$ cat src/logic/cbs_pkg.sv
// Constants, register map and state type for the buffer state control block
package cbs_pkg;
	// Register byte offsets on the control bus
	localparam logic [7:0]  OFS_REQ       = 8'h00;
	localparam logic [7:0]  OFS_STS       = 8'h04;
	localparam logic [7:0]  OFS_CANCEL    = 8'h08;
	localparam logic [7:0]  OFS_START     = 8'h0C;
	localparam logic [7:0]  OFS_INTF_ID   = 8'h10;
	localparam int          ADDR_W        = 8;

	// Field positions
	localparam int          REQ_READY_BIT = 0;
	localparam int          REQ_IDLE_BIT  = 1;
	localparam int          STS_FATAL_BIT = 0;
	localparam int          STS_IDLE_BIT  = 1;
	localparam int          ID_BYPASS_BIT = 0;

	// Values and reset values
	localparam logic [31:0] REG_ZERO      = 32'h0000_0000;
	localparam logic [31:0] CANCEL_ON     = 32'h0000_0001;
	localparam logic [31:0] START_GO      = 32'h0000_0001;
	localparam logic [31:0] STS_IDLE_LOAD = 32'h0000_0002;

	// Bus responses
	localparam logic [1:0]  RESP_OKAY     = 2'h0;
	localparam logic [1:0]  RESP_DECERR   = 2'h3;

	// Timing: clock period and timeouts
	localparam int          CLK_PERIOD_NS = 5;
	localparam int          TIMEOUT_B_NS  = 2000000;
	localparam int          TIMEOUT_C_NS  = 200000;
	localparam int          TIMEOUT_D_NS  = 30000000;
	localparam int          CANCEL_CYC    = TIMEOUT_B_NS / CLK_PERIOD_NS;
	localparam int          STATE_CHG_CYC = TIMEOUT_C_NS / CLK_PERIOD_NS;
	localparam int          POST_INIT_CYC = TIMEOUT_D_NS / CLK_PERIOD_NS;
	localparam int          CNT_W         = 32;

	typedef enum logic [2:0] {
		ST_IDLE,
		ST_READY,
		ST_RECEPTION,
		ST_EXECUTION,
		ST_COMPLETION
	} cbs_state_t;
endpackage : cbs_pkg

$ cat src/logic/cbs_ctrl.sv
// Command/response buffer state control with an AXI4-Lite register slave
`timescale 1ns/100ps
`default_nettype none

// How it works
// - Without bypass, writing ready request 1 moves Idle to Ready.
// - Accepted ready request bit clears itself quickly; zero writes do nothing.
// - With bypass capable, ready request in Completion goes straight to Ready.
// - Request and status bits read valid right after the init event.
// - Idle request invalidates buffer, enters Idle, sets idle flag, self-clears.
// - A placed response stays intact until an idle request, locality change or seize arrives.
// - Idle request: invalidate buffer, status becomes 0002h, then request 0000h.
// - All request register writes are ignored during Execution.
// - Status bits 31:2 read zero; status register is read only.
// - Idle flag is 1 exactly while in Idle.
// - Device leaves initialization in Idle with idle flag set.
// - Ready request clears idle flag and reaches Ready within the timeout.
// - Fatal flag set only by unreportable fatal error; zero when operational.
// - Cancel of 0001h in Execution ends command; response then Completion.
// - Cancel finishes or abandons within cancel timeout and clears start.
// - Cancel value is disregarded outside Execution.
// - Cancel is a 32-bit read/write register that reads back its value.
// - Seize during Execution acts as cancel, followed by Idle.
// - Start write of 0001h in Reception begins execution; otherwise ignored.
// - Idle after initialization and after a locality change outside Execution.
module cbs_ctrl
	import cbs_pkg::*;
#(
	parameter int          CANCEL_CYCLES       = cbs_pkg::CANCEL_CYC,
	parameter logic        IDLE_BYPASS_CAPABLE = 1'b0
) (
	input  wire logic                     aclk,              // 200 MHz clock
	input  wire logic                     aresetn,           // Sync reset, active low
	input  wire logic [cbs_pkg::ADDR_W-1:0] s_axi_awaddr,   // Write address
	input  wire logic                     s_axi_awvalid,     // Write address valid
	output logic                          s_axi_awready,     // Write address ready
	input  wire logic [31:0]              s_axi_wdata,       // Write data
	input  wire logic [3:0]               s_axi_wstrb,       // Write byte strobes
	input  wire logic                     s_axi_wvalid,      // Write data valid
	output logic                          s_axi_wready,      // Write data ready
	output logic [1:0]                    s_axi_bresp,       // Write response
	output logic                          s_axi_bvalid,      // Write response valid
	input  wire logic                     s_axi_bready,      // Write response ready
	input  wire logic [cbs_pkg::ADDR_W-1:0] s_axi_araddr,   // Read address
	input  wire logic                     s_axi_arvalid,     // Read address valid
	output logic                          s_axi_arready,     // Read address ready
	output logic [31:0]                   s_axi_rdata,       // Read data
	output logic [1:0]                    s_axi_rresp,       // Read response
	output logic                          s_axi_rvalid,      // Read data valid
	input  wire logic                     s_axi_rready,      // Read data ready
	input  wire logic                     init_event,        // Init pulse, restarts in Idle
	input  wire logic                     locality_change,   // Locality change pulse
	input  wire logic                     seize,             // Seize request pulse
	input  wire logic                     cmd_write_seen,    // First command byte written
	input  wire logic                     exec_done,         // Engine finished command
	input  wire logic                     exec_canceled,     // Engine terminated it
	input  wire logic                     fatal_error,       // Unreportable fatal error
	output logic                          exec_start,        // Begin execution pulse
	output logic                          exec_cancel,       // Cancel request level
	output logic                          buf_invalidate,    // Drop buffer contents pulse
	output logic                          resp_canceled,     // Response is canceled code
	output cbs_pkg::cbs_state_t           state              // Current interface state
);
	import cbs_pkg::*;

	cbs_state_t          state_q;
	logic                aw_q;
	logic                w_q;
	logic [ADDR_W-1:0]   awaddr_q;
	logic [31:0]         wdata_q;
	logic [3:0]          wstrb_q;
	logic                bvalid_q;
	logic [1:0]          bresp_q;
	logic                rvalid_q;
	logic [31:0]         rdata_q;
	logic [1:0]          rresp_q;
	logic                ready_req_q;
	logic                idle_req_q;
	logic                idle_ack_q;
	logic                fatal_q;
	logic [31:0]         cancel_q;
	logic [31:0]         start_q;
	logic                seize_pend_q;
	logic [CNT_W-1:0]    cancel_cnt_q;
	logic                exec_start_q;
	logic                exec_cancel_q;
	logic                buf_inv_q;
	logic                resp_canceled_q;

	logic                do_write;
	logic                wr_req;
	logic                wr_cancel;
	logic                wr_start;
	logic                mapped_w;
	logic                mapped_r;
	logic                in_exec;
	logic                idle_go;
	logic                ready_go;
	logic                start_hit;
	logic                cancel_act;
	logic                abandon;
	logic                finish;
	logic                ext_idle;
	logic [31:0]         sts_val;
	logic [31:0]         rd_mux;

	// Apply byte strobes to a 32-bit register
	function automatic logic [31:0] strobe_merge(input logic [31:0] old_v,
			input logic [31:0] new_v, input logic [3:0] be);
		logic [31:0] res;
		res = old_v;
		for (int i = 0; i < 4; i++) begin
			if (be[i]) begin
				res[i*8 +: 8] = new_v[i*8 +: 8];
			end
		end
		return res;
	endfunction : strobe_merge

	// Bus slave: address and data are taken in either order, answered together
	assign s_axi_awready = !aw_q && !bvalid_q;
	assign s_axi_wready  = !w_q && !bvalid_q;
	assign s_axi_bvalid  = bvalid_q;
	assign s_axi_bresp   = bresp_q;
	assign s_axi_arready = !rvalid_q;
	assign s_axi_rvalid  = rvalid_q;
	assign s_axi_rdata   = rdata_q;
	assign s_axi_rresp   = rresp_q;

	assign do_write  = aw_q && w_q && !bvalid_q;
	assign in_exec   = (state_q == ST_EXECUTION);
	assign wr_req    = do_write && (awaddr_q == OFS_REQ) && wstrb_q[0] && !in_exec;
	assign wr_cancel = do_write && (awaddr_q == OFS_CANCEL);
	assign wr_start  = do_write && (awaddr_q == OFS_START);
	assign mapped_w  = (awaddr_q == OFS_REQ) || (awaddr_q == OFS_STS) ||
		(awaddr_q == OFS_CANCEL) || (awaddr_q == OFS_START) || (awaddr_q == OFS_INTF_ID);
	assign mapped_r  = (s_axi_araddr == OFS_REQ) || (s_axi_araddr == OFS_STS) ||
		(s_axi_araddr == OFS_CANCEL) || (s_axi_araddr == OFS_START) ||
		(s_axi_araddr == OFS_INTF_ID);

	always_ff @(posedge aclk) begin
		if (!aresetn) begin
			aw_q     <= 1'b0;
			awaddr_q <= '0;
		end else if (s_axi_awvalid && s_axi_awready) begin
			aw_q     <= 1'b1;
			awaddr_q <= s_axi_awaddr;
		end else if (do_write) begin
			aw_q     <= 1'b0;
		end
	end

	always_ff @(posedge aclk) begin
		if (!aresetn) begin
			w_q     <= 1'b0;
			wdata_q <= REG_ZERO;
			wstrb_q <= '0;
		end else if (s_axi_wvalid && s_axi_wready) begin
			w_q     <= 1'b1;
			wdata_q <= s_axi_wdata;
			wstrb_q <= s_axi_wstrb;
		end else if (do_write) begin
			w_q     <= 1'b0;
		end
	end

	always_ff @(posedge aclk) begin
		if (!aresetn) begin
			bvalid_q <= 1'b0;
			bresp_q  <= RESP_OKAY;
		end else if (do_write) begin
			bvalid_q <= 1'b1;
			bresp_q  <= mapped_w ? RESP_OKAY : RESP_DECERR;
		end else if (s_axi_bready) begin
			bvalid_q <= 1'b0;
		end
	end

	// Status is built live from state, so reads are valid from the first cycle
	always_comb begin
		sts_val                = REG_ZERO;
		sts_val[STS_IDLE_BIT]  = (state_q == ST_IDLE);
		sts_val[STS_FATAL_BIT] = fatal_q;
	end

	always_comb begin
		rd_mux = REG_ZERO;
		case (s_axi_araddr)
			OFS_REQ: begin
				rd_mux[REQ_READY_BIT] = ready_req_q;
				rd_mux[REQ_IDLE_BIT]  = idle_req_q;
			end
			OFS_STS:     rd_mux = sts_val;
			OFS_CANCEL:  rd_mux = cancel_q;
			OFS_START:   rd_mux = start_q;
			OFS_INTF_ID: rd_mux[ID_BYPASS_BIT] = IDLE_BYPASS_CAPABLE;
			default:     rd_mux = REG_ZERO;
		endcase
	end

	always_ff @(posedge aclk) begin
		if (!aresetn) begin
			rvalid_q <= 1'b0;
			rdata_q  <= REG_ZERO;
			rresp_q  <= RESP_OKAY;
		end else if (s_axi_arvalid && s_axi_arready) begin
			rvalid_q <= 1'b1;
			rdata_q  <= rd_mux;
			rresp_q  <= mapped_r ? RESP_OKAY : RESP_DECERR;
		end else if (s_axi_rready) begin
			rvalid_q <= 1'b0;
		end
	end

	// Request decode, qualified by state
	assign ext_idle  = (locality_change || seize) && !in_exec;
	assign idle_go   = (idle_req_q && !idle_ack_q && (state_q == ST_READY ||
		state_q == ST_RECEPTION || state_q == ST_COMPLETION)) || ext_idle;
	assign ready_go  = ready_req_q && !idle_req_q;
	assign start_hit = wr_start && (wdata_q == START_GO) && (state_q == ST_RECEPTION);
	assign cancel_act = in_exec && ((cancel_q == CANCEL_ON) || seize_pend_q);
	assign abandon   = cancel_act && (cancel_cnt_q == CNT_W'(CANCEL_CYCLES - 1));
	assign finish    = in_exec && (exec_done || abandon);

	// Interface state machine
	always_ff @(posedge aclk) begin
		if (!aresetn || init_event) begin
			state_q <= ST_IDLE;
		end else begin
			case (state_q)
				ST_IDLE: begin
					if (ready_go) begin
						state_q <= ST_READY;
					end
				end
				ST_READY: begin
					if (idle_go) begin
						state_q <= ST_IDLE;
					end else if (cmd_write_seen) begin
						state_q <= ST_RECEPTION;
					end
				end
				ST_RECEPTION: begin
					if (idle_go) begin
						state_q <= ST_IDLE;
					end else if (start_hit) begin
						state_q <= ST_EXECUTION;
					end
				end
				ST_EXECUTION: begin
					if (finish) begin
						// A seize in the finishing cycle still wins
						state_q <= (seize_pend_q || seize) ? ST_IDLE : ST_COMPLETION;
					end
				end
				ST_COMPLETION: begin
					if (idle_go) begin
						state_q <= ST_IDLE;
					end else if (ready_go && IDLE_BYPASS_CAPABLE) begin
						state_q <= ST_READY;
					end
				end
				default: state_q <= ST_IDLE;
			endcase
		end
	end

	// Request bits: a new write of 1 wins over the self-clear in the same cycle
	always_ff @(posedge aclk) begin
		if (!aresetn || init_event) begin
			ready_req_q <= 1'b0;
		end else if (wr_req && wdata_q[REQ_READY_BIT]) begin
			ready_req_q <= 1'b1;
		end else if (idle_ack_q || ready_go) begin
			ready_req_q <= 1'b0;
		end
	end

	always_ff @(posedge aclk) begin
		if (!aresetn || init_event) begin
			idle_req_q <= 1'b0;
		end else if (wr_req && wdata_q[REQ_IDLE_BIT]) begin
			idle_req_q <= 1'b1;
		end else if (idle_ack_q || (idle_req_q && state_q == ST_IDLE)) begin
			idle_req_q <= 1'b0;
		end
	end

	// Request clears one cycle after the buffer drop and status load
	always_ff @(posedge aclk) begin
		if (!aresetn || init_event) begin
			idle_ack_q <= 1'b0;
		end else begin
			idle_ack_q <= idle_go && idle_req_q;
		end
	end

	// Fatal flag: a new fault wins over the idle status load
	always_ff @(posedge aclk) begin
		if (!aresetn || init_event) begin
			fatal_q <= 1'b0;
		end else if (fatal_error) begin
			fatal_q <= 1'b1;
		end else if (idle_go) begin
			fatal_q <= STS_IDLE_LOAD[STS_FATAL_BIT];
		end
	end

	always_ff @(posedge aclk) begin
		if (!aresetn || init_event) begin
			cancel_q <= REG_ZERO;
		end else if (wr_cancel) begin
			cancel_q <= strobe_merge(cancel_q, wdata_q, wstrb_q);
		end
	end

	always_ff @(posedge aclk) begin
		if (!aresetn || init_event) begin
			start_q <= REG_ZERO;
		end else if (start_hit) begin
			start_q <= START_GO;
		end else if (finish) begin
			start_q <= REG_ZERO;
		end
	end

	// Seize during execution is held until the command ends
	always_ff @(posedge aclk) begin
		if (!aresetn || init_event) begin
			seize_pend_q <= 1'b0;
		end else if (seize && in_exec && !finish) begin
			seize_pend_q <= 1'b1;
		end else if (!in_exec || finish) begin
			seize_pend_q <= 1'b0;
		end
	end

	// Cancel watchdog: the command is abandoned if the engine does not end it in time
	always_ff @(posedge aclk) begin
		if (!aresetn || !cancel_act || finish) begin
			cancel_cnt_q <= '0;
		end else begin
			cancel_cnt_q <= cancel_cnt_q + CNT_W'(1);
		end
	end

	always_ff @(posedge aclk) begin
		if (!aresetn || init_event) begin
			exec_start_q    <= 1'b0;
			exec_cancel_q   <= 1'b0;
			buf_inv_q       <= 1'b0;
			resp_canceled_q <= 1'b0;
		end else begin
			exec_start_q  <= start_hit;
			exec_cancel_q <= cancel_act && !finish;
			buf_inv_q     <= idle_go || (finish && (seize_pend_q || seize));
			if (start_hit) begin
				resp_canceled_q <= 1'b0;
			end else if (finish) begin
				// A seized command ends in Idle with its buffer dropped, so no code is shown
				resp_canceled_q <= !(seize_pend_q || seize) &&
					(abandon || (exec_done && exec_canceled));
			end
		end
	end

	assign exec_start     = exec_start_q;
	assign exec_cancel    = exec_cancel_q;
	assign buf_invalidate = buf_inv_q;
	assign resp_canceled  = resp_canceled_q;
	assign state          = state_q;
endmodule : cbs_ctrl

`default_nettype wire

$ cat config.mk
export PLATFORM = sky130hd
export DESIGN_NAME = cbs_ctrl
export DESIGN_NICKNAME = d
export VERILOG_FILES = /design/src/logic/cbs_pkg.sv /design/src/logic/cbs_ctrl.sv
export SDC_FILE = /design/constraint.sdc
export NUM_CORES = 1
export LEC_CHECK = 0
export ABC_AREA = 1
export BUFFER_PORTS_ARGS = -buffer_cell sky130_fd_sc_hd__buf_4
export CAP_MARGIN = 30
export CORE_UTILIZATION = 60
export DETAILED_ROUTE_END_ITERATION = 10
export GPL_ROUTABILITY_DRIVEN = 0
export GPL_TIMING_DRIVEN = 0
export PLACE_DENSITY = 0.89
export SYNTH_ARGS = -nofsm -noshare
export SYNTH_HDL_FRONTEND = slang
export SYNTH_SLANG_ARGS = --single-unit
$ cat constraint.sdc
create_clock -name aclk -period 4.4 [get_ports aclk]
set_input_delay 0.22 -clock aclk [delete_from_list [all_inputs] [get_ports aclk]]
set_output_delay 0.22 -clock aclk [all_outputs]
set_load 0.05 [all_outputs]
Word level (Yosys, flattened, before mapping)

Index checks and enable logic that the tools add are counted.

Memories: 0
ROM bits: 0
Latch bits: 0
Register bits after elaboration: 161
Input port bits: 66
RAM bits: 0

Add/sub/neg operators: 1
Multiply operators: 0
Div/mod/pow operators: 0
Order comparisons: 0
Bitwise gates (word level): 0
Shift operators: 0
Multiplexer cells: 31
Reduce and logical (&&, ||, !) cells: 83
Eq/ne operators: 20

Operators by type and width:

| kind                  | count |
|---|---|
| $eq 32x1->1 const B   | 2 |
| $add 32x1->32 const B | 1 |
| $eq 32x19->1 const B  | 1 |
| $eq 8x4->1 const B    | 4 |
| $logic_and 1x1->1     | 31 |
| $mux 30               | 1 |
| $mux 3                | 8 |
| $logic_or 1x1->1      | 23 |
| $reduce_bool 2->1     | 9 |
| $mux 1                | 17 |
| $eq 8x3->1 const B    | 2 |
| $eq 8x5->1 const B    | 2 |
| $logic_not 8->1       | 2 |
| $pmux 3 s5            | 1 |
| $logic_not 1->1       | 11 |
| $reduce_and 2->1      | 4 |
| $eq 3x2->1 const B    | 2 |
| $ne 3x3->1 const B    | 2 |
| $reduce_and 5->1      | 1 |
| $mux 2                | 2 |
| $ne 2x2->1 const B    | 2 |
| $pmux 1 s4            | 1 |
| $eq 3x1->1 const B    | 1 |
| $eq 3x3->1 const B    | 1 |
| 4 further kinds       | 4 |

Longest topological paths before layout

Gate-level depths: netlist of the first run.

Depth in word-level cells: 9
Depth in mapped cells: 13
Depth with buffers taken out: 13

Worst setup path before layout of the first run

OpenSTA, ideal clock, no wires.

Kind: reg2reg
Start point: register bvalid_q, in the netlist s_axi_bvalid
End point: register wdata_q[10]
Arrival time: 2.113 ns
Setup slack: 2.222 ns
Required time: 4.335 ns
Clock period less this slack: 2.178 ns
Path buffers: 1
Cell stages (with the launch flop): 7
Cell sequence: dfxtp_1 nor2_1 nand2_1 inv_1 clkbuf_1 nor2_1 nor2_1

Cells in the longest elaborated chain, start to end: 3

RTL lines:

| element                | RTL line        | source |
|---|---|---|
| from (decl)            | cbs_ctrl.sv:72  | `logic bvalid_q;` |
| from (signal assigned) | cbs_ctrl.sv:169 | `bvalid_q <= 1'b0;` |
| from (signal assigned) | cbs_ctrl.sv:172 | `bvalid_q <= 1'b1;` |
| from (signal assigned) | cbs_ctrl.sv:175 | `bvalid_q <= 1'b0;` |
| $logic_not 1->1        | cbs_ctrl.sv:122 | `assign s_axi_wready = !w_q && !bvalid_q;` |
| $logic_and 1x1->1      | cbs_ctrl.sv:122 |  |
| named net s_axi_wready | cbs_ctrl.sv:40  | `output logic s_axi_wready,` |
| $logic_and 1x1->1      | cbs_ctrl.sv:158 | `end else if (s_axi_wvalid && s_axi_wready) begin` |
| to (signal assigned)   | cbs_ctrl.sv:160 | `wdata_q <= s_axi_wdata;` |
| to (decl)              | cbs_ctrl.sv:70  | `logic [31:0] wdata_q;` |

The timed path passes the listed nets, and every way through them passes these cells.
A chain may end at the register's enable or synchronous reset.

Worst setup path in the final report of the first run

Start point: register cancel_cnt_q[0]
End point: register cancel_cnt_q[28]

Cells in the longest elaborated chain, start to end: 5
Elaborated cells on any way between the ends: 6
Classes of those cells: 1 x add/sub; 1 x eq/ne; 4 x reduce/logical

RTL lines:

| element                                                               | RTL line        | source |
|---|---|---|
| from (decl)                                                           | cbs_ctrl.sv:84  | `logic [CNT_W-1:0] cancel_cnt_q;` |
| from (signal assigned)                                                | cbs_ctrl.sv:343 | `cancel_cnt_q <= cancel_cnt_q + CNT_W'(1);` |
| parallel branches: the longest is 5 deep, another holds $add 32x1->32 | --              |  |

Parallel ways; which one is timed is not known.

==> reports/results.ini, run 1 <==
[global_routing]
grt_pass1_wl_um = 30440
grt_max_degree = 17
grt.overflow.total = 0
grt_use_total_pct = 33.90
grt_pass1_vias = 6601
antenna_found_initial = 0

[finish]
drive_gt1_share_pct = 15.21
utilization_pct = 80.80
antenna_cells = 0
fin_area_um2 = 8797
fillers = 659
layoutNonFillerInstCount = 1264
area_growth_pct = 30.54
nNetsFinal = 1178

[logic_synthesis]
synthCells = 934
seq_area_frac_synth_pct = 47.23
synth_area_per_cell_um2 = 7.215
yosys_warnings = 0
syn_nets = 1001
synth.distinct_cells = 32
ys_ff_latch = 159
syn_area_um2 = 6739

[route]
drt_iter0_drc = 486
dr.pass1.iters = 5
drc = 0
routed_wirelength_um = 19100
avgViaCountPerCell = 5.480
vias = 6927
drt.antenna.violating_nets = 0
wl_per_cell_um = 15.11

[hold_path]
hold_start = s_axi_wdata[2]
hold_path_class = primary input to flip-flop
whs_path_depth = 3
hold_path_end = wdata_q[2]

[worst_setup_path]
path_class = flip-flop to flip-flop
crit_top_cell = inv_1
critPathArrivalTime_ns = 2.59
crit_path_end_kind = flip-flop
rr_endpoint = cancel_cnt_q[28]
slowest_delay_ns = 0.38
r2r_start = cancel_cnt_q[0]
startpoint_type = flip-flop
crit_path_cell_trace = ha_1 > nand2_1 > inv_1 > nand2_2 > nor2_2 > inv_2 > nor3_1 > nand4_1 > xor2_1 > inv_1 > nor2_1
r2r_slack_ns = 2.29
cpMaxStageDelayCell = dfxtp_1
worstPathMaxFanout = 4
worstRegToRegCells = 11
worstPathRequired_ns = 4.88

[power]
power.leakage_nw = 3.551
vdd_drop_max_v = 0.0002522
p_per_area_nw_per_um2 = 371.9

[flow_run]
cap_violations = 0

[cts]
cts_num_sinks = 159
clkSlewWorstSetupHoldPaths_ns = 0.06
cts_made_buffers = 17
cts_root_buffer = clkbuf_8
worstSkewPairLatency_ns = 0.54
cts_tree = built
clockBufferDepth = 2
htree_levels = 4
cts-resized-gates = 0

[die]
fp.dieH_um = 108.0
core-area_um2 = 10890
die_w_um = 108.0
die-area_um2 = 11660
start_util_pct = 61.89
io_pins = 114
rows = 38

[sta]
max_clock_freq_ghz = 0.4739
fin_worst_skew_ns = 0.007335
period_share_pct = 47.96
worst_pin_slew_ns = 0.6772
fin_crit_ns = 2.110
hold_violations = 0
setup_violations = 0
fin_tns_setup_ns = 0
rsz0062_at_grt = false
hold_slack_ns = 0.02552
relSlewSlack_pct = 54.69
slew_viol_final = 0

[placed_design]
hpwl_um = 12580
placed_area_um2 = 7762
dp.cells = 1187
port-buffer-count = 113

[run_status]
status = finished clean

==> critical path, delay by kind of cell, from the launching register on <==
kind          cells  cell delay (ns)
simple gates      6             0.96
flops             1             0.38
buf+inv           3             0.25
xor+xnor          1             0.24
fa+ha+maj         1             0.21
==> report_power, final <==
part | switching (mW) | internal (mW) | total [mW]
logic | 0.177 | 0.127 | 0.304
registers | 0.0349 | 1.48 | 1.52
clock network | 0.582 | 0.867 | 1.45
total | 0.793 | 2.48 | 3.27
==> cells in the final DEF, fill, tap and decap left out, types with 23 or more instances in the layout <==
master	n
inv_1	111
nand2_1	136
o21ai_0	80
nand3_1	56
dlygate4sd3_1	45
buf_4	115
xor2_1	23
clkbuf_1	30
a21oi_1	79
nor2_1	176
dfxtp_1	159
==> kinds of logic (layout without fill, tap and decap cells) <==
kind of cell | count (synthesis) | after routing | share of synthesized area [%]
adder cells (fa/ha/maj) | 1 | 1 | 0.1856
XOR/XNOR | 30 | 30 | 3.899
AND/OR/NAND/NOR | 424 | 424 | 26.88
buffers and inverters | 152 | 342 | 9.005
flip-flops | 159 | 159 | 47.23
AO/OA/AOI/OAI | 168 | 168 | 12.79
==> Yosys cell counts <==
library cell / count / area [um2]
nand3_1: 56 / 280.3
nor3_1: 21 / 105.1
clkinv_1: 1 / 3.750
a31oi_1: 1 / 6.260
nor2_1: 176 / 660.6
xnor2_1: 7 / 61.31
o211ai_1: 1 / 7.510
nand4_1: 11 / 68.82
buf_6: 3 / 33.78
nor2_4: 2 / 22.52
xor2_1: 23 / 201.4
dfxtp_1: 159 / 3183
nand3b_1: 3 / 22.52
inv_1: 111 / 416.7
o21ai_0: 80 / 400.4
ha_1: 1 / 12.51
nor3_2: 2 / 20.02
nand2_2: 3 / 18.77
clkbuf_1: 28 / 105.1
o21a_1: 2 / 15.01
nor4_1: 5 / 31.28
buf_2: 5 / 25.02
buf_4: 2 / 15.01
or2_2: 3 / 18.77
nand4_4: 1 / 21.27
a21oi_1: 79 / 395.4
nand2_1: 136 / 510.5
inv_2: 2 / 7.510
o22ai_1: 1 / 6.260
a211oi_1: 3 / 22.52
nor2_2: 5 / 31.28
a41oi_1: 1 / 8.760
==> stage by stage <==
stage	setup slack, ns	power, mW
after floorplan	2.222	1.700
after global placement	2.511	1.797
after detailed placement	2.448	1.806
after CTS	2.372	3.252
after global routing	2.133	3.367
final	2.290	3.272
==> what timing repair did <==
| action | CTS | global route |
|---|---|---|
| buffers inserted | 0 | 0 |
| endpoints found under the hold margin | 45 | 0 |
| hold buffers | 45 | 0 |
==> layer usage <==
metal	routed length (um)	share of wire [%]	up-vias	GRT usage [%]
li1	-	-	3337	-
met1	7348	38	3158	38.23
met2	9581	50	353	59.19
met3	1451	7.6	79	8.077
met4	715	3.7	0	17.81
met5	0	0	-	0
==> worst max-delay path by stage <==
stage                     slack, ns  depth (start not counted)            start          endpoint
after detailed placement       2.45                         13  cancel_cnt_q[0]  cancel_cnt_q[20]
after CTS                      2.37                         11  cancel_cnt_q[0]  cancel_cnt_q[28]
after floorplan                2.22                          6     s_axi_bvalid       wdata_q[10]
after global placement         2.51                         13  cancel_cnt_q[0]  cancel_cnt_q[17]
final                          2.29                         11  cancel_cnt_q[0]  cancel_cnt_q[28]
after global routing           2.13                         11  cancel_cnt_q[0]  cancel_cnt_q[28]
==> final cells by class <==
class                   count  area (um2)  share of cell area (%)
clock inverters             9       107.6                   1.223
clock buffers              23       476.7                   5.419
inverters                 114       427.9                   4.864
plain buffers              38       178.9                   2.034
repair buffers            158        1299                   14.76
well taps                 140       175.2                   1.991
flip-flops and latches    159        3183                   36.18
multi-input cells         623        2949                   33.52
==> registers in the layout, indices dropped and copies added, names as in the netlist <==
name,cells
state,3
exec_cancel,1
exec_start,1
buf_invalidate,1
resp_canceled,1
start_q,1
s_axi_bvalid,1
idle_ack_q,1
cancel_cnt_q,32
fatal_q,1
seize_pend_q,1
wdata_q,32
w_q,1
s_axi_rdata,32
wstrb_q,4
aw_q,1
s_axi_rvalid,1
idle_req_q,1
ready_req_q,1
awaddr_q,8
s_axi_rresp,1
cancel_q,32
s_axi_bresp,1
Note: power is estimated with default switching activity, not from simulation.
==> inputs of run 2 (changes only) <==
--- a/config.mk
+++ b/config.mk
@@ -8,11 +8,11 @@
 export ABC_AREA = 1
 export BUFFER_PORTS_ARGS = -buffer_cell sky130_fd_sc_hd__buf_4
 export CAP_MARGIN = 30
-export CORE_UTILIZATION = 60
+export CORE_UTILIZATION = 56
 export DETAILED_ROUTE_END_ITERATION = 10
 export GPL_ROUTABILITY_DRIVEN = 0
 export GPL_TIMING_DRIVEN = 0
-export PLACE_DENSITY = 0.89
+export PLACE_DENSITY = 0.85
 export SYNTH_ARGS = -nofsm -noshare
 export SYNTH_HDL_FRONTEND = slang
 export SYNTH_SLANG_ARGS = --single-unit
==> constraint.sdc (replaced) <==
create_clock -name aclk -period 2.1 [get_ports aclk]
set_input_delay 0.105 -clock aclk [delete_from_list [all_inputs] [get_ports aclk]]
set_output_delay 0.105 -clock aclk [all_outputs]
set_load 0.05 [all_outputs]
==> reports/results.ini, run 2 (same netlist as run 1, synthesis figures left out) <==
[run_status]
status = finished, violations left  ; was finished clean
failed_checks = DRC

[worst_setup_path]
worstRegToRegCells = 11  ; unchanged
slowest_delay_ns = 0.36  ; was 0.38 ns
r2r_start = cancel_cnt_q[0]  ; unchanged
cpMaxStageDelayCell = dfxtp_1  ; unchanged
r2r_slack_ns = 0.10  ; was 2.29 ns
startpoint_type = flip-flop  ; unchanged
worstPathMaxFanout = 4  ; unchanged
worstPathRequired_ns = 2.42  ; was 4.88 ns
crit_path_cell_trace = ha_1 > nand2_1 > inv_1 > nand2_2 > nor2_2 > inv_2 > nor3_1 > nand4_1 > xor2_1 > inv_1 > nor2_1  ; unchanged
path_class = flip-flop to flip-flop  ; unchanged
critPathArrivalTime_ns = 2.32  ; was 2.59 ns
rr_endpoint = cancel_cnt_q[28]  ; unchanged
crit_path_end_kind = flip-flop  ; unchanged
crit_top_cell = inv_1  ; unchanged

[finish]
nNetsFinal = 1180  ; was 1178
fin_area_um2 = 8830  ; was 8797 um2
drive_gt1_share_pct = 15.05  ; was 15.21%
final_common_cell = nor2_1  ; unchanged
area_growth_pct = 31.02  ; was 30.54%
antenna_cells = 0  ; unchanged
final_cell_mix = 175 x nor2_1, 159 x dfxtp_1, 136 x nand2_1  ; was 176 x nor2_1, 159 x dfxtp_1, 136 x nand2_1
utilization_pct = 76.35  ; was 80.80%

[die]
io_pins = 114  ; unchanged
start_util_pct = 58.27  ; was 61.89%
fp.dieH_um = 111.7  ; was 108.0 um
die_w_um = 111.7  ; was 108.0 um
rows = 39  ; was 38
die-area_um2 = 12480  ; was 11660 um2
core-area_um2 = 11560  ; was 10890 um2

[power]
vdd_drop_max_v = 0.0007665  ; was 0.0002522 V
p_per_area_nw_per_um2 = 786.1  ; was 371.9 nW/um2
power.leakage_nw = 3.548  ; was 3.551 nW

[cts]
cts_setup_buffers = 0  ; unchanged
worstSkewPairLatency_ns = 0.44  ; was 0.54 ns
clockBufferDepth = 2  ; unchanged
cts_num_sinks = 159  ; unchanged
cts_made_buffers = 17  ; unchanged
htree_levels = 4  ; unchanged
cts_root_buffer = clkbuf_16  ; was clkbuf_8
clkSlewWorstSetupHoldPaths_ns = 0.06  ; about the same
cts_tree = built  ; unchanged

[flow_run]
cap_violations = 0  ; unchanged

[sta]
worst_pin_slew_ns = 0.6671  ; was 0.6772 ns
fin_worst_skew_ns = 0.01490  ; was 0.007335 ns
slew_viol_final = 0  ; unchanged
hold_slack_ns = 0.04144  ; was 0.02552 ns
relSlewSlack_pct = 55.36  ; was 54.69%
setup_violations = 0  ; unchanged
rsz0062_at_grt = true  ; was false
hold_violations = 0  ; unchanged
fin_crit_ns = 1.999  ; was 2.110 ns
setup_slack_ns = 0.1008  ; was 2.290 ns
period_share_pct = 95.20  ; was 47.96%
max_clock_freq_ghz = 0.5002  ; was 0.4739 GHz

[global_routing]
grt_pass1_wl_um = 29790  ; was 30440 um
antenna_found_initial = 0  ; unchanged
grt.overflow.total = 0  ; unchanged
grt_pass1_vias = 6318  ; was 6601
grt_use_total_pct = 29.93  ; was 33.90%
grt_max_degree = 17  ; unchanged

[hold_path]
hold_path_end = resp_canceled  ; was wdata_q[2]
hold_start = exec_canceled  ; was s_axi_wdata[2]
whs_path_depth = 5  ; was 3
hold_path_class = primary input to flip-flop  ; unchanged

[route]
drt.antenna.violating_nets = 0  ; unchanged
routed_wirelength_um = 18100  ; was 19100 um
wl_per_cell_um = 14.29  ; was 15.11 um
dr.pass1.iters = 8  ; was 5
drt_iter0_drc = 460  ; was 486
avgViaCountPerCell = 5.307  ; was 5.480
drc = 4  ; was 0
vias = 6719  ; was 6927

[placed_design]
hpwl_um = 12510  ; was 12580 um
port-buffer-count = 113  ; unchanged
placed_area_um2 = 7769  ; was 7762 um2
pre_cts_ws_ns = 0.1653  ; was 2.448 ns

==> run 2: changes by cell type in the layout (fill, tap and decap cells not counted) <==
cell / previous run / this run
clkbuf_8: 5 / 1
clkinv_2: 3 / 0
clkinvlp_4: 2 / 4
dlygate4sd3_1: 45 / 47
bufinv_16: 2 / 3
clkbuf_16: 16 / 17
clkinv_4: 2 / 1
inv_6: 0 / 1
nor2_1: 176 / 175
nor2_2: 5 / 6
nor3_2: 2 / 1
nor3_4: 0 / 1
==> run 2: worst max path at each step <==
stage                    startpoint                to  slack, ns  cells after the start
floorplan              s_axi_bvalid       awaddr_q[3]       0.17                      5
global placement    cancel_cnt_q[0]  cancel_cnt_q[28]       0.20                     11
detailed placement  cancel_cnt_q[0]  cancel_cnt_q[28]       0.17                     11
CTS                 cancel_cnt_q[0]  cancel_cnt_q[28]       0.14                     11
global route        cancel_cnt_q[0]  cancel_cnt_q[26]      -0.05                     13
finish              cancel_cnt_q[0]  cancel_cnt_q[28]       0.10                     11
==> run 2: worst max-delay path, delay by kind of cell (launching register included) <==
| family | cells | cell delay, ns |
|---|---|---|
| simple gates | 6 | 0.91 |
| flops | 1 | 0.36 |
| buf+inv | 3 | 0.23 |
| fa+ha+maj | 1 | 0.20 |
| xor+xnor | 1 | 0.19 |
==> run 2: power by group <==
| part | switching [mW] | internal, mW |
|---|---|---|
| registers | 0.0720 | 3.11 |
| clock network | 1.24 | 1.89 |
| logic | 0.368 | 0.270 |
==> run 2: final cells by class <==
type                    instances  area (um2)
multi-input cells             623        2958
plain buffers                  38       178.9
inverters                     114       427.9
repair buffers                160        1319
fillers                       838        2735
clock inverters                 9       137.6
flip-flops and latches        159        3183
clock buffers                  20       446.7
well taps                     143       178.9
==> run 2: timing repair <==
| item | in CTS | in global routing |
|---|---|---|
| hold endpoints to repair | 47 | 0 |
| resized for setup | 0 | 1 |
| endpoints found under the setup margin | 0 | 38 |
| hold buffers | 47 | 0 |
==> run 2: metal layers <==
| layer | global-route usage [%] | share of wire (%) | vias up |
|---|---|---|---|
| met2 | 48.82 | 48 | 240 |
| li1 | - | - | 3336 |
| met3 | 6.859 | 5.9 | 44 |
| met4 | 12.43 | 2.3 | 0 |
| met1 | 38.18 | 44 | 3099 |
| met5 | 0 | 0 | - |
==> run 2: per-stage QoR <==
| step | TNS (ns) | total power, mW | instances |
|---|---|---|---|
| 5_1_grt | -0.7480 | 7.148 | 1266 |
| 3_5_place_dp | 0 | 3.789 | 1190 |
| 3_3_place_gp | 0 | 3.773 | 1190 |
| 4_1_cts | 0 | 6.927 | 1266 |
| 2_1_floorplan | 0 | 3.562 | 934 |
| 6_report | 0 | 6.941 | 1266 |
==> inputs of run 3 (changes only) <==
==> constraint.sdc (replaced) <==
create_clock -name aclk -period 1.9 [get_ports aclk]
set_input_delay 0.095 -clock aclk [delete_from_list [all_inputs] [get_ports aclk]]
set_output_delay 0.095 -clock aclk [all_outputs]
set_load 0.05 [all_outputs]
==> reports/results.ini, run 3 (same netlist as run 1, synthesis figures left out) <==
[sta]
relSlewSlack_pct = 51.92  ; was 55.36%
setup_violations = 0  ; unchanged
worst_pin_slew_ns = 0.7185  ; was 0.6671 ns
fin_crit_ns = 1.867  ; was 1.999 ns
period_share_pct = 98.24  ; was 95.20%
fin_worst_skew_ns = 0.008013  ; was 0.01490 ns
fin_tns_setup_ns = 0  ; unchanged
hold_violations = 0  ; unchanged
hold_slack_ns = 0.02457  ; was 0.04144 ns
slew_viol_final = 0  ; unchanged
max_clock_freq_ghz = 0.5357  ; was 0.5002 GHz
rsz0062_at_grt = true  ; unchanged

[cts]
worstSkewPairLatency_ns = 0.43  ; was 0.44 ns
cts_made_buffers = 17  ; unchanged
clkSlewWorstSetupHoldPaths_ns = 0.06  ; about the same
cts_tree = built  ; unchanged
cts_root_buffer = clkbuf_16  ; unchanged
htree_levels = 4  ; unchanged
cts_num_sinks = 159  ; unchanged
clockBufferDepth = 2  ; unchanged

[die]
fp.dieH_um = 111.7  ; unchanged
core-area_um2 = 11560  ; unchanged
die_w_um = 111.7  ; unchanged
rows = 39  ; unchanged
start_util_pct = 58.27  ; unchanged
io_pins = 114  ; unchanged
die-area_um2 = 12480  ; unchanged

[route]
routed_wirelength_um = 18890  ; was 18100 um
drt_iter0_drc = 524  ; was 460
drc = 6  ; was 4
dr.pass1.iters = 8  ; unchanged
avgViaCountPerCell = 5.352  ; was 5.307
wl_per_cell_um = 14.79  ; was 14.29 um
vias = 6834  ; was 6719
drt.antenna.violating_nets = 0  ; unchanged

[finish]
nNetsFinal = 1188  ; was 1180
drive_gt1_share_pct = 18.25  ; was 15.05%
fin_area_um2 = 9119  ; was 8830 um2
final_common_cell = nor2_1  ; unchanged
final_cell_mix = 171 x nor2_1, 156 x dfxtp_1, 133 x nand2_1  ; was 175 x nor2_1, 159 x dfxtp_1, 136 x nand2_1
area_growth_pct = 35.31  ; was 31.02%
antenna_cells = 0  ; unchanged
utilization_pct = 78.85  ; was 76.35%

[worst_setup_path]
crit_path_cell_trace = nand3_1 > nor2_1 > inv_1 > nor2_2 > inv_1 > nor3_1 > xor2_1 > inv_1 > nor2_1  ; was ha_1 > nand2_1 > inv_1 > nand2_2 > nor2_2 > inv_2 > nor3_1 > nand4_1 > xor2_1 > inv_1 > nor2_1
crit_start = cancel_cnt_q[2]  ; was cancel_cnt_q[0]
slowest_delay_ns = 0.40  ; was 0.36 ns
critPathArrivalTime_ns = 2.23  ; was 2.32 ns
r2r_start = cancel_cnt_q[2]  ; was cancel_cnt_q[0]
startpoint_type = flip-flop  ; unchanged
path_class = flip-flop to flip-flop  ; unchanged
worstPathRequired_ns = 2.27  ; was 2.42 ns
worstPathMaxFanout = 3  ; was 4
crit_top_cell = inv_1  ; unchanged
crit_path_end_kind = flip-flop  ; unchanged
cpMaxStageDelayCell = dfxtp_1  ; unchanged

[placed_design]
port-buffer-count = 113  ; unchanged
hpwl_um = 12440  ; was 12510 um
placed_area_um2 = 7776  ; was 7769 um2

[global_routing]
grt_pass1_vias = 6480  ; was 6318
grt_use_total_pct = 30.20  ; was 29.93%
grt_pass1_wl_um = 30030  ; was 29790 um
grt_max_degree = 17  ; unchanged
grt.overflow.total = 0  ; unchanged
antenna_found_initial = 0  ; unchanged

[power]
vdd_drop_max_v = 0.0008743  ; was 0.0007665 V
power.leakage_nw = 3.692  ; was 3.548 nW
p_per_area_nw_per_um2 = 881.2  ; was 786.1 nW/um2
totalPowerFinal_mw = 8.035  ; was 6.941 mW

[run_status]
failed_checks = DRC  ; unchanged
status = finished, violations left  ; unchanged

[hold_path]
hold_start = aresetn  ; was exec_canceled
hold_path_class = primary input to flip-flop  ; unchanged

[flow_run]
cap_violations = 0  ; unchanged

run 3: layout make-up:
class                           instances  area (um2)
Multi-Input combinational cell        623        3084
Fill cell                             748        2446
Timing Repair Buffer                  168        1381
Tap cell                              143       178.9
Clock inverter                          9       178.9
Buffer                                 38       182.7
Sequential cell                       159        3187
Inverter                              114       437.9
Clock buffer                           23       488.0
run 3: stage by stage:
stage,std cells,setup WS [ns]
finish,1277,0.03336
global route,1277,-0.1299
CTS,1271,0.005359
detailed placement,1190,-0.05625
global placement,1190,0.007330
floorplan,934,0.00009426
run 3: metal layers:
| layer | vias to the layer above | part of all wire [%] | global-route usage, % |
|---|---|---|---|
| met1 | 3146 | 42 | 36.94 |
| met4 | 0 | 3.1 | 12.52 |
| met5 | - | 0 | 0 |
| met3 | 51 | 6.0 | 6.206 |
| li1 | 3372 | - | - |
| met2 | 265 | 49 | 51.68 |
run 3: final timing paths:
path / to / slack (ns) / cells past startpoint
min reg2reg: cancel_cnt_q[0] / 0.44 / 1
max reg2reg: cancel_cnt_q[23] / 0.03 / 9
max: cancel_cnt_q[23] / 0.03 / 9
min: cancel_cnt_q[26] / 0.02 / 3
run 3: critical path, delay by kind of cell (launching register included):
family | cells | cell delay (ns)
flops | 1 | 0.40
buf+inv | 3 | 0.31
simple gates | 5 | 0.88
xor+xnor | 1 | 0.23
run 3: timing repair:
item / CTS / global route
hold endpoints to repair: 48 / 0
pin swaps: 1 / 8
gates cloned: 0 / 0
hold buffers: 48 / 0
gates resized for setup: 5 / 37
setup endpoints to repair: 32 / 48
buffers inserted: 1 / 6
run 3: power by group:
part           switching (mW)  total (mW)  internal [mW]  leakage [nW]
clock                    1.33        3.81           2.47         0.320
sequential             0.0823        3.52           3.44          1.29
combinational           0.408       0.710          0.302          2.08
total                    1.82        8.04           6.21          3.69
